==> src/pkg/cfg_reply_pkg.sv <==
package cfg_reply_pkg;
   // command codes received from the host
   localparam logic [7:0] CMD_SET_PROT = 8'h81;
   localparam logic [7:0] CMD_GET_PROT = 8'h82;
   localparam logic [7:0] CMD_SET_ILIM = 8'h83;
   localparam logic [7:0] CMD_GET_ILIM = 8'h84;
   // reply first-byte formation
   localparam int ACK_BIT = 6;
   localparam logic [7:0] CODE_MASK = 8'h3f;
   // protection/power configuration fields
   localparam int PROT_RSVD_BIT = 7;
   localparam int PROT_PULLUP_KEEP_BIT = 6;
   localparam int PROT_SLEEP_BIT = 5;
   localparam int PROT_NEUTRAL_BIT = 4;
   localparam int PROT_UVLO_OFF_BIT = 3;
   localparam int PROT_OC_OFF_BIT = 2;
   localparam int PROT_OC_LVL_MSB = 1;
   localparam logic [7:0] PROT_WRITE_MASK = 8'h7f;
   localparam logic [7:0] PROT_RESET = 8'h00;
   localparam logic [7:0] ILIM_RESET = 8'h40;
endpackage : cfg_reply_pkg

==> src/rtl/config_response_message_gen.sv <==
// Notes on behaviour
// - a protection write is answered 41h when accepted, 01h when refused.
// - a protection read is answered 42h or 02h, then the stored byte in write layout.
// - bit 7 reads 0; bit 6 set keeps the pull-up connected in standby, ignored in sleep.
// - bit 5 picks sleep (1) or standby (0) for chip enable low; sleep forces disconnect.
// - bit 4 enables the neutral simulator and is clear after start-up.
// - bit 3 clear keeps undervoltage lockout active, set disables it.
// - bit 2 clear enables transistor overcurrent detection, set disables it.
// - bits 1:0 pick the overcurrent threshold, 00 by default.
// - a current-limit write is answered 43h or 03h.
// - a current-limit read is answered 44h or 04h.
// - both current-limit replies carry the full 8-bit reference code.
module config_response_message_gen
   import cfg_reply_pkg::*;
(
   input wire logic core_clk,
   input wire logic rst_n,
   input wire logic cmd_valid,
   input wire logic [7:0] cmd_code,
   input wire logic [7:0] cmd_data,
   input wire logic cmd_accept,
   output logic reply_valid,
   output logic [7:0] reply_byte0,
   output logic [7:0] reply_byte1,
   output logic pullup_disconnect,
   output logic sleep_select,
   output logic neutral_sim_en,
   output logic uvlo_en,
   output logic oc_detect_en,
   output logic [1:0] oc_threshold_sel,
   output logic [7:0] current_limit_code,
   input wire logic chip_enable_low
);
   typedef struct packed {
      logic [7:0] prot;
      logic [7:0] ilim;
      logic valid;
      logic [7:0] b0;
      logic [7:0] b1;
   } state_t;

   state_t st;
   state_t next_st;
   logic known;
   logic ack;

   // refused or unknown commands leave both registers as they are
   always_comb begin
      next_st = st;
      next_st.valid = 1'b0;
      known = (cmd_code == CMD_SET_PROT) || (cmd_code == CMD_GET_PROT) ||
              (cmd_code == CMD_SET_ILIM) || (cmd_code == CMD_GET_ILIM);
      ack = cmd_accept && known;
      if (cmd_valid && known) begin
         next_st.valid = 1'b1;
         next_st.b0 = (cmd_code & CODE_MASK) | (ack ? (8'h01 << ACK_BIT) : 8'h00);
         case (cmd_code)
            CMD_SET_PROT: begin
               if (ack) next_st.prot = cmd_data & PROT_WRITE_MASK;
               next_st.b1 = 8'h00;
            end
            CMD_GET_PROT: next_st.b1 = st.prot;
            CMD_SET_ILIM: begin
               if (ack) next_st.ilim = cmd_data;
               next_st.b1 = ack ? cmd_data : st.ilim;
            end
            CMD_GET_ILIM: next_st.b1 = st.ilim;
            default: next_st.b1 = 8'h00;
         endcase
      end
   end

   always_ff @(posedge core_clk or negedge rst_n) begin
      if (!rst_n) begin
         st <= '{prot: PROT_RESET, ilim: ILIM_RESET, valid: 1'b0, b0: 8'h00, b1: 8'h00};
      end else begin
         st <= next_st;
      end
   end

   assign reply_valid = st.valid;
   assign reply_byte0 = st.b0;
   assign reply_byte1 = st.b1;
   assign sleep_select = st.prot[PROT_SLEEP_BIT];
   assign pullup_disconnect = chip_enable_low &&
      (st.prot[PROT_SLEEP_BIT] || !st.prot[PROT_PULLUP_KEEP_BIT]);
   assign neutral_sim_en = st.prot[PROT_NEUTRAL_BIT];
   assign uvlo_en = !st.prot[PROT_UVLO_OFF_BIT];
   assign oc_detect_en = !st.prot[PROT_OC_OFF_BIT];
   assign oc_threshold_sel = st.prot[PROT_OC_LVL_MSB:0];
   assign current_limit_code = st.ilim;

   a_prot_set_ack: assert property (@(posedge core_clk) disable iff (!rst_n)
      cmd_valid && cmd_code == CMD_SET_PROT |=> reply_valid &&
      reply_byte0 == ($past(cmd_accept) ? 8'h41 : 8'h01))
      else $error("bad protection write reply");
   a_prot_wr_byte1: assert property (@(posedge core_clk) disable iff (!rst_n)
      cmd_valid && cmd_code == CMD_SET_PROT |=> reply_byte1 == 8'h00)
      else $error("protection write reply byte not zero");
   a_refuse_keep: assert property (@(posedge core_clk) disable iff (!rst_n)
      cmd_valid && !cmd_accept |=> $stable(st.prot) && $stable(st.ilim))
      else $error("refused command changed a register");

   a_prot_get_data: assert property (@(posedge core_clk) disable iff (!rst_n)
      cmd_valid && cmd_code == CMD_GET_PROT |=> reply_byte1 == $past(st.prot) &&
      reply_byte0 == ($past(cmd_accept) ? 8'h42 : 8'h02))
      else $error("bad protection read reply");

   a_prot_rsvd_zero: assert property (@(posedge core_clk) disable iff (!rst_n)
      !st.prot[PROT_RSVD_BIT]) else $error("reserved bit set");
   a_pullup_keep: assert property (@(posedge core_clk) disable iff (!rst_n)
      chip_enable_low && !sleep_select && st.prot[PROT_PULLUP_KEEP_BIT] |->
      !pullup_disconnect)
      else $error("pull-up dropped in standby");
   a_pullup_drop: assert property (@(posedge core_clk) disable iff (!rst_n)
      chip_enable_low && !st.prot[PROT_PULLUP_KEEP_BIT] |-> pullup_disconnect)
      else $error("pull-up not disconnected");
   a_pullup_idle: assert property (@(posedge core_clk) disable iff (!rst_n)
      !chip_enable_low |-> !pullup_disconnect)
      else $error("pull-up disconnected while enabled");

   a_sleep_disc: assert property (@(posedge core_clk) disable iff (!rst_n)
      chip_enable_low && sleep_select |-> pullup_disconnect)
      else $error("sleep without disconnect");
   a_sleep_wr: assert property (@(posedge core_clk) disable iff (!rst_n)
      cmd_valid && cmd_accept && cmd_code == CMD_SET_PROT |=>
      sleep_select == $past(cmd_data[PROT_SLEEP_BIT]))
      else $error("sleep select not written");

   a_neutral_wr: assert property (@(posedge core_clk) disable iff (!rst_n)
      cmd_valid && cmd_accept && cmd_code == CMD_SET_PROT |=>
      neutral_sim_en == $past(cmd_data[PROT_NEUTRAL_BIT]))
      else $error("neutral enable not written");

   a_uvlo_pol: assert property (@(posedge core_clk) disable iff (!rst_n)
      uvlo_en != st.prot[PROT_UVLO_OFF_BIT]) else $error("lockout polarity");
   a_uvlo_wr: assert property (@(posedge core_clk) disable iff (!rst_n)
      cmd_valid && cmd_accept && cmd_code == CMD_SET_PROT |=>
      uvlo_en == !$past(cmd_data[PROT_UVLO_OFF_BIT]))
      else $error("lockout bit not written");

   a_oc_pol: assert property (@(posedge core_clk) disable iff (!rst_n)
      oc_detect_en != st.prot[PROT_OC_OFF_BIT]) else $error("detect polarity");
   a_oc_wr: assert property (@(posedge core_clk) disable iff (!rst_n)
      cmd_valid && cmd_accept && cmd_code == CMD_SET_PROT |=>
      oc_detect_en == !$past(cmd_data[PROT_OC_OFF_BIT]))
      else $error("detect bit not written");

   a_thresh_wr: assert property (@(posedge core_clk) disable iff (!rst_n)
      cmd_valid && cmd_accept && cmd_code == CMD_SET_PROT |=>
      oc_threshold_sel == $past(cmd_data[PROT_OC_LVL_MSB:0]))
      else $error("threshold not written");

   a_ilim_set: assert property (@(posedge core_clk) disable iff (!rst_n)
      cmd_valid && cmd_code == CMD_SET_ILIM |=>
      reply_byte0 == ($past(cmd_accept) ? 8'h43 : 8'h03))
      else $error("bad limit write reply");
   a_ilim_nak_old: assert property (@(posedge core_clk) disable iff (!rst_n)
      cmd_valid && !cmd_accept && cmd_code == CMD_SET_ILIM |=>
      reply_byte1 == $past(current_limit_code) &&
      current_limit_code == $past(current_limit_code))
      else $error("refused limit write changed the code");

   a_ilim_get: assert property (@(posedge core_clk) disable iff (!rst_n)
      cmd_valid && cmd_code == CMD_GET_ILIM |=> reply_byte1 == current_limit_code &&
      reply_byte0 == ($past(cmd_accept) ? 8'h44 : 8'h04))
      else $error("bad limit read reply");

   a_ilim_round: assert property (@(posedge core_clk) disable iff (!rst_n)
      cmd_valid && cmd_accept && cmd_code == CMD_SET_ILIM ##1
      cmd_valid && cmd_code == CMD_GET_ILIM |=> reply_byte1 == $past(cmd_data, 2))
      else $error("limit code lost");
   a_ilim_wr_code: assert property (@(posedge core_clk) disable iff (!rst_n)
      cmd_valid && cmd_accept && cmd_code == CMD_SET_ILIM |=>
      reply_byte1 == $past(cmd_data) && current_limit_code == $past(cmd_data))
      else $error("limit write reply lost the code");

   a_reply_known: assert property (@(posedge core_clk) disable iff (!rst_n)
      reply_valid |-> reply_byte0[7] == 1'b0) else $error("reply bit 7 set");
   a_unknown_silent: assert property (@(posedge core_clk) disable iff (!rst_n)
      cmd_valid && !known |=> !reply_valid) else $error("reply to unknown command");
   a_reply_cause: assert property (@(posedge core_clk) disable iff (!rst_n)
      reply_valid |-> $past(cmd_valid && known)) else $error("reply without command");

   c_prot_write: cover property (@(posedge core_clk)
      cmd_valid && cmd_accept && cmd_code == CMD_SET_PROT);
   c_refused: cover property (@(posedge core_clk) cmd_valid && !cmd_accept && known);
   c_ilim_round: cover property (@(posedge core_clk)
      cmd_valid && cmd_code == CMD_SET_ILIM ##1 cmd_valid && cmd_code == CMD_GET_ILIM);
   c_ilim_refused: cover property (@(posedge core_clk)
      cmd_valid && !cmd_accept && cmd_code == CMD_SET_ILIM);
   c_sleep_disc: cover property (@(posedge core_clk)
      chip_enable_low && sleep_select && st.prot[PROT_PULLUP_KEEP_BIT]);
endmodule : config_response_message_gen

==> config.mk <==
export PLATFORM = sky130hd
export DESIGN_NAME = config_response_message_gen
export DESIGN_NICKNAME = d
export VERILOG_FILES = /design/src/pkg/cfg_reply_pkg.sv /design/src/rtl/config_response_message_gen.sv
export SDC_FILE = /design/constraint.sdc
export NUM_CORES = 1
export LEC_CHECK = 0
export BUFFER_PORTS_ARGS = -buffer_cell sky130_fd_sc_hd__buf_4
export CAP_MARGIN = 20
export CORE_MARGIN = 1
export CORE_UTILIZATION = 55
export CTS_CLUSTER_DIAMETER = 100
export CTS_CLUSTER_SIZE = 30
export DETAILED_ROUTE_END_ITERATION = 10
export GPL_TIMING_DRIVEN = 1
export PLACE_DENSITY = 0.92
export SLEW_MARGIN = 30
export SYNTH_ARGS = -nofsm -noshare
export SYNTH_HDL_FRONTEND = slang
export SYNTH_SLANG_ARGS = --single-unit
==> constraint.sdc <==
create_clock -name core_clk -period 1.5 [get_ports core_clk]
set_clock_uncertainty 0.1 [all_clocks]
set_input_delay 0.075 -clock core_clk [delete_from_list [all_inputs] [get_ports core_clk]]
set_output_delay 0.075 -clock core_clk [all_outputs]
set_load 0.05 [all_outputs]
== Word level (Yosys, flattened, before mapping) ==
Cells that the tools add are included.

* Add/sub/neg operators: 0
* Multipliers: 0
* Div/mod/pow operators: 0
* Magnitude comparators: 0
* Equality and inequality tests: 4
* Shift-type cells: 0
* Mux-type cells: 4
* Bitwise gates (word level): 1
* Reductions and logical operators: 12

{| class="wikitable"
|+ Operator list
! cell !! count
|-
| $eq 8x8->1 const B || 4
|-
| $pmux 8 s3 || 1
|-
| $mux 17 || 1
|-
| $mux 8 || 1
|-
| $mux 7 || 1
|-
| $or 6x7->7 || 1
|-
| $logic_or 1x1->1 || 4
|-
| $logic_and 1x1->1 || 3
|-
| $logic_not 1->1 || 3
|-
| $reduce_and 3->1 || 1
|-
| $reduce_and 2->1 || 1
|}

* Register bits: 32
* Bits in latches: 0
* Bits in writable memories: 0
* Memory bits (read-only): 0
* Input bits: 21
* Output and inout port bits: 32
* Memories kept: 0

== Logic depth before layout (Yosys ltp) ==
Gate-level depths: netlist of the first run.

* Word-level depth: 8
* Gate-level depth with buffers: 7
* Gate-level depth less buffers: 5

== Worst setup path after synthesis of the first run ==
No wires, ideal clock.

* Kind: input to register
* From: input port cmd_code[5]
* To: register st, in the netlist current_limit_code[0]
* Setup time: 125 ps
* Arrival time: 1386 ps
* Data required time: 1275 ps
* Setup slack: -110 ps
* Stages: 6
* Buffers on the path: 1
* Path through: nor4b_4 -> and3b_1 -> buf_6 -> nand4b_4 -> nor2_8 -> mux2_2

* Word-level cells in the longest chain between the ends: 6
* Elaborated cells on any way between the ends: 11
* Classes of those cells: eq/ne: 4; mux: 1; reduce/logical: 6

{| class="wikitable"
|+ Ends and longest elaborated chain
! element !! RTL line !! source
|-
| from (decl) || config_response_message_gen.sv:19 || <nowiki>input wire logic [7:0] cmd_code,</nowiki>
|-
| $eq 8x8->1 || config_response_message_gen.sv:51 || <nowiki>known = (cmd_code == CMD_SET_PROT) || (cmd_code == CMD_GET_PROT) ||</nowiki>
|-
| $logic_or 1x1->1 (2 in a row) || config_response_message_gen.sv:51 ||
|-
| $logic_or 1x1->1 || config_response_message_gen.sv:52 || <nowiki>(cmd_code == CMD_SET_ILIM) || (cmd_code == CMD_GET_ILIM);</nowiki>
|-
| $logic_and 1x1->1, on equally long branches || config_response_message_gen.sv:53, config_response_message_gen.sv:54 ||
|-
| $mux 8 / $reduce_and 2->1 (equally long branches) || - ||
|-
| to (signal assigned) || config_response_message_gen.sv:75 || <nowiki>st <= '{prot: PROT_RESET, ilim: ILIM_RESET, valid: 1'b0, b0: 8'h00, b1: 8'h00};</nowiki>
|-
| to (signal assigned) || config_response_message_gen.sv:77 || <nowiki>st <= next_st;</nowiki>
|-
| to (decl) || config_response_message_gen.sv:42 || <nowiki>state_t st;</nowiki>
|}

Parallel ways exist; a longest one is shown, timed or not.
A chain may end at the register's enable or synchronous reset.

== Worst setup path after layout of the first run ==
* From: input port cmd_code[5]
* To: register st, in the netlist reply_byte1[0]

* Word-level cells in the longest chain between the ends: 7
* Elaborated cells on any way between the ends: 11
* Classes of those cells: eq/ne: 4; mux: 2; reduce/logical: 5

{| class="wikitable"
|+ Ends and longest elaborated chain
! element !! RTL line !! source
|-
| $eq 8x8->1, on equally long branches || config_response_message_gen.sv:51, config_response_message_gen.sv:57 ||
|-
| $logic_or 1x1->1 (2 in a row) || config_response_message_gen.sv:51 ||
|-
| $logic_or 1x1->1 || config_response_message_gen.sv:52 ||
|-
| $logic_and 1x1->1 || config_response_message_gen.sv:53 || <nowiki>ack = cmd_accept && known;</nowiki>
|-
| $mux 8 || - ||
|-
| $pmux 8 s3 || config_response_message_gen.sv:57 || <nowiki>case (cmd_code)</nowiki>
|}

Parallel ways exist; a longest one is shown, timed or not.

==> results.toml, run 1 <==
[status]
status = "finished clean"

[logic_synthesis]
synth-warning-count = 0
synthFlopType = "dfrtp_1"
syn_avg_cell_area_um2 = 11.1
yosysTopAreaCellShare_pct = 42.2
synth_top_area_cell = "dfrtp_1"
synth_fp_nets = 181
yosysMostFrequentCell = "dfrtp_1"
async_flop_share_pct = 100
synth_edf_count = 0
syn_inst = 160
synth_common_cells = "30 x dfrtp_1, 26 x buf_4, 17 x mux2_2"
ys_top_cells_by_area = "dfrtp_1 42%, buf_4 11%, mux2_2 11%"
ys_seq_area_share_pct = 43.7
ys_seq_elements = 31
netlist-cell-type-count = 35
netlist_area_um2 = 1780

[power]
power.density_nw_per_um2 = 822
vdd_ir_drop_max_mv = 0.883
leakage_nw = 1.22
p_total_w = 0.00192

[final_layout]
area_delta_synth_final_pct = 31.4
drive_gt1_share_pct = 47.2
finish.utilization_pct = 76.5
antenna_cells = 0
fin_nets = 238
final_area_um2 = 2340

[timing]
setup_slack_ns = 0.104
setup_viol = 0
fmax_ghz = 0.717
fin_setup_tns_ns = 0
fin_crit_sh_pct = 93.0
slew_violations = 0
hold_viol_final = 0
finalCriticalPeriod_ns = 1.40
rsz0062_at_grt = "false"

[cts]
clock_latency_ns = 0.34
htree_num_levels = 2
ctsRootBufferMaster = "clkbuf_4"
postCtsSetupBuffers = 0
cts_buffers = 5
cts.path.max_buffers = 2
cts_tree = "yes"
cts_sinks = 31
clkSlewWorstSetupHoldPaths_ns = 0.10

[routing]
drc_errors = 0
vias = 1426
drtAntennaViolNets = 0
dr.first_iter.drc_count = 55
wire_per_inst_um = 15.7
dr.pass1.iters = 4
routed_wirelength_um = 4110
vias_per_cell = 5.44

[placement]
dp_slack_ns = -0.319
place_area_um2 = 2130
hpwlAfterDp_um = 2880
port_buffers = 51
routabilityCongestion = 0.827

[worst_setup_path]
cp_data_arrival_time_ns = 1.49
rr_endpoint = "reply_byte1[0]"
end_kind = "register"
path_class = "primary input to register"
cp.required_ns = 1.60
start_kind = "primary input"
cp_max_fo = 6
reg2reg_depth = 4
rrSetupSlack_ns = 0.30
rr_startpoint = "reply_byte1[0]"

[die]
dieHeight_um = 58.9
start_util_pct = 58.2
die_area_um2 = 3460
core_area_um2 = 3050
io_pins = 53
die_w_um = 58.9
rows = 20

[min_path]
min_to = "reply_byte1[6]"
hold_path_class = "primary input to register"
min_path_cells = 4
hp-start = "cmd_code[1]"

[job]
max-cap-violations = 0

[global_route]
grt-ovfl-total = 0
grt_max_degree = 32
antenna_found_initial = 0
track_usage_pct = 26.5
grt_pass1_vias = 1455
grt_pass1_wl_um = 6800
==> registers in the layout (all words and copies together) (netlist names) <==
signal,count
reply_valid,1
current_limit_code,8
reply_byte1,8
reply_byte0,7
neutral_sim_en,1
oc_threshold_sel,2
sleep_select,1
st,3
==> cells by family after synthesis <==
family,share of synthesized area [%]
other,0.211
AND/OR/NAND/NOR,17.0
flip-flops,43.7
multiplexers,15.3
buffers and inverters,13.6
AO/OA/AOI/OAI,10.1
==> layout by cell type, fill, tap and decap left out, types with 2 or more instances in the layout <==
cell type | netlist | routed
a32o_1 | 2 | 2
nand2_1 | 7 | 7
and2_1 | 3 | 3
buf_4 | 26 | 69
o21ai_0 | 14 | 14
mux2i_1 | 7 | 7
a221oi_1 | 6 | 6
clkbuf_4 | 0 | 5
nand3_1 | 8 | 8
nor2_1 | 2 | 2
dlygate4sd3_1 | 0 | 12
mux2_2 | 17 | 17
nand3b_1 | 7 | 7
nor2b_1 | 3 | 3
dfrtp_1 | 30 | 30
inv_1 | 5 | 5
==> worst max-delay path, stage by stage <==
cell and delay [ns]:
buf_4 0.12, nor4b_4 0.29, and3b_2 0.29, nand2_1 0.19, a221oi_1 0.36, o21ai_0 0.15
==> report_power, final <==
| group | switching (W) | leakage, nW | internal [W] |
|---|---|---|---|
| combinational | 0.000206 | 0.748 | 0.000142 |
| clock | 0.000297 | 0.0482 | 0.000394 |
| sequential | 0.0000188 | 0.421 | 0.000862 |
==> final cells by class <==
cell class              instances  area [um2]
fillers                       215         717
well taps                      44        55.1
clock inverters                 2        35.0
clock buffers                   6        51.3
repair buffers                 81         638
multi-input cells              93         761
inverters                       5        18.8
flip-flops and latches         31         777
==> repair_timing <==
item / 4_1_cts / 5_1_grt
hold endpoints to repair: 56 / 0
hold buffers: 12 / 0
gates resized for setup: 0 / 1
endpoints found under the setup margin: 0 / 3
==> layer usage <==
metal	GRT usage, %	up-vias	share of wire (%)
met4	11.9	0	2.8
li1	-	661	-
met2	46.8	64	52
met5	0	-	0
met1	30.5	690	40
met3	6.15	11	5.8
==> metrics by stage <==
| step | hold slack, ns | instances |
|---|---|---|
| after floorplan | -0.321 | 160 |
| after global placement | -0.0808 | 242 |
| after detailed placement | -0.0749 | 242 |
| after CTS | 0.0321 | 262 |
| after global routing | 0.0610 | 262 |
| final | 0.0500 | 262 |
==> worst max-delay path by stage <==
stage / startpoint / to / slack (ns) / cells after the start
6_report: cmd_code[5] / reply_byte1[0] / 0.10 / 6
5_1_grt: cmd_code[5] / reply_byte1[0] / 0.05 / 6
4_1_cts: cmd_code[5] / reply_byte1[0] / 0.04 / 6
3_5_place_dp: cmd_code[5] / reply_byte1[0] / -0.32 / 6
3_3_place_gp: cmd_code[5] / current_limit_code[1] / -0.20 / 6
2_1_floorplan: cmd_code[5] / current_limit_code[0] / -0.11 / 6
(Power assumes the default switching activity.)
==> run 2, diff against run 1 <==
RECOVER_POWER = 50   (was not set)
==> results.toml, run 2 (same netlist as run 1, synthesis figures left out) <==
[status]
status = "finished clean"

[routing]
drtAntennaViolNets = 0
vias_per_cell = 5.49
wire_per_inst_um = 15.6
dr.first_iter.drc_count = 55
routed_wirelength_um = 4080
drc_errors = 0
dr.pass1.iters = 4
vias = 1438

[timing]
fmax_ghz = 0.717
fin_setup_tns_ns = 0
worstMarginPinSlew_ns = 0.769
fin_crit_sh_pct = 92.9
hold_slack_ns = 0.0513
finalCriticalPeriod_ns = 1.39
setup_slack_ns = 0.106
slew_violations = 0
setup_viol = 0
rsz0062_at_grt = "false"
slew_headroom_pct = 48.7
hold_viol_final = 0

[power]
power.density_nw_per_um2 = 829
vdd_ir_drop_max_mv = 0.923
leakage_nw = 1.20
p_total_w = 0.00190

[die]
io_pins = 53
rows = 20
die_w_um = 58.9
die_area_um2 = 3460
dieHeight_um = 58.9
core_area_um2 = 3050
start_util_pct = 58.2

[global_route]
antenna_found_initial = 0
grt_pass1_wl_um = 6800
grt-ovfl-total = 0
grt_max_degree = 32
grt_pass1_vias = 1455
track_usage_pct = 26.5

[min_path]
hold_path_class = "primary input to register"

[cts]
htree_num_levels = 2
cts_buffers = 5
clock_latency_ns = 0.33
cts.path.max_buffers = 2
ctsRootBufferMaster = "clkbuf_4"
cts_tree = "yes"
cts_sinks = 31
clkSlewWorstSetupHoldPaths_ns = 0.10

[placement]
routabilityCongestion = 0.827
port_buffers = 51
dp_slack_ns = -0.319
hpwlAfterDp_um = 2880

[worst_setup_path]
path_class = "primary input to register"
start_kind = "primary input"
cpPeakStageDelay_ns = 0.36
rrSetupSlack_ns = 0.30
slowest_stage = "a221oi_1"
startpoint = "cmd_code[5]"
cp_data_arrival_time_ns = 1.49
end_kind = "register"
rr_startpoint = "reply_byte1[0]"
cp_max_fo = 6
reg2reg_depth = 4
rr_endpoint = "reply_byte1[0]"
cp.required_ns = 1.60
crit_chain = "buf_4 > nor4b_4 > and3b_2 > nand2_1 > a221oi_1 > o21ai_0"
crit_path_end = "reply_byte1[0]"

[final_layout]
area_delta_synth_final_pct = 29.1
antenna_cells = 0
fin_nets = 238
final_common_cell = "buf_4"
final_cell_mix = "53 x buf_4, 30 x dfrtp_1, 17 x mux2_2"
drive_gt1_share_pct = 47.2

[job]
max-cap-violations = 0
[run 2: cell count changes in the layout (fill, tap and decap cells not counted), sizes merged]
cell and change:
clkbuf +16, buf -16
[run 2: layer usage]
metal  global-route usage, %  up-vias  routed length (um)
met2                    46.8       61                2110
met1                    30.5      704                1620
li1                        -      662                   -
met5                       0        -                   0
met3                    6.15       11                 230
met4                    11.9        0                 117
[run 2: power breakdown]
part           internal (W)  total (W)  switching (W)  leakage (nW)
clock              0.000394   0.000689       0.000295        0.0482
sequential         0.000862   0.000881      0.0000185         0.421
combinational      0.000127   0.000333       0.000205         0.735
total               0.00138    0.00190       0.000519          1.20
[run 2: area by class of cell]
class | count | area (um2)
timing repair buffer | 81 | 598
sequential | 31 | 777
fill | 227 | 757
clock buffer | 6 | 51.3
clock inverter | 2 | 35.0
multi-input combinational | 93 | 761
inverter | 5 | 18.8
tap | 44 | 55.1
[run 2: worst min-delay path by stage]
stage	startpoint	end	slack, ns	depth (start not counted)
CTS	cmd_code[1]	reply_byte1[6]	0.03	4
floorplan	rst_n	current_limit_code[0]	-0.32	0
finish	cmd_code[1]	reply_byte1[6]	0.05	4
global placement	rst_n	reply_valid	-0.08	1
global route	cmd_code[1]	reply_byte1[6]	0.06	4
detailed placement	rst_n	reply_valid	-0.07	1
[run 2: per-stage QoR]
stage	utilization [%]	cells	area [um2]
global placement	69.7	242	2130
finish	75.2	262	2300
global route	75.2	262	2300
floorplan	-	160	1780
CTS	76.5	262	2330
detailed placement	69.7	242	2130
[run 2: critical path, delay by kind of cell]
family	cells	cell delay, ns
compound gates	2	0.51
buf+inv	1	0.12
simple gates	3	0.77
[run 2: what timing repair did]
| item | CTS | global route |
|---|---|---|
| hold buffers | 12 | 0 |
| hold endpoints to repair | 56 | 0 |
| endpoints found under the setup margin | 0 | 3 |
| resized for setup | 0 | 1 |
| buffers inserted | 0 | 0 |
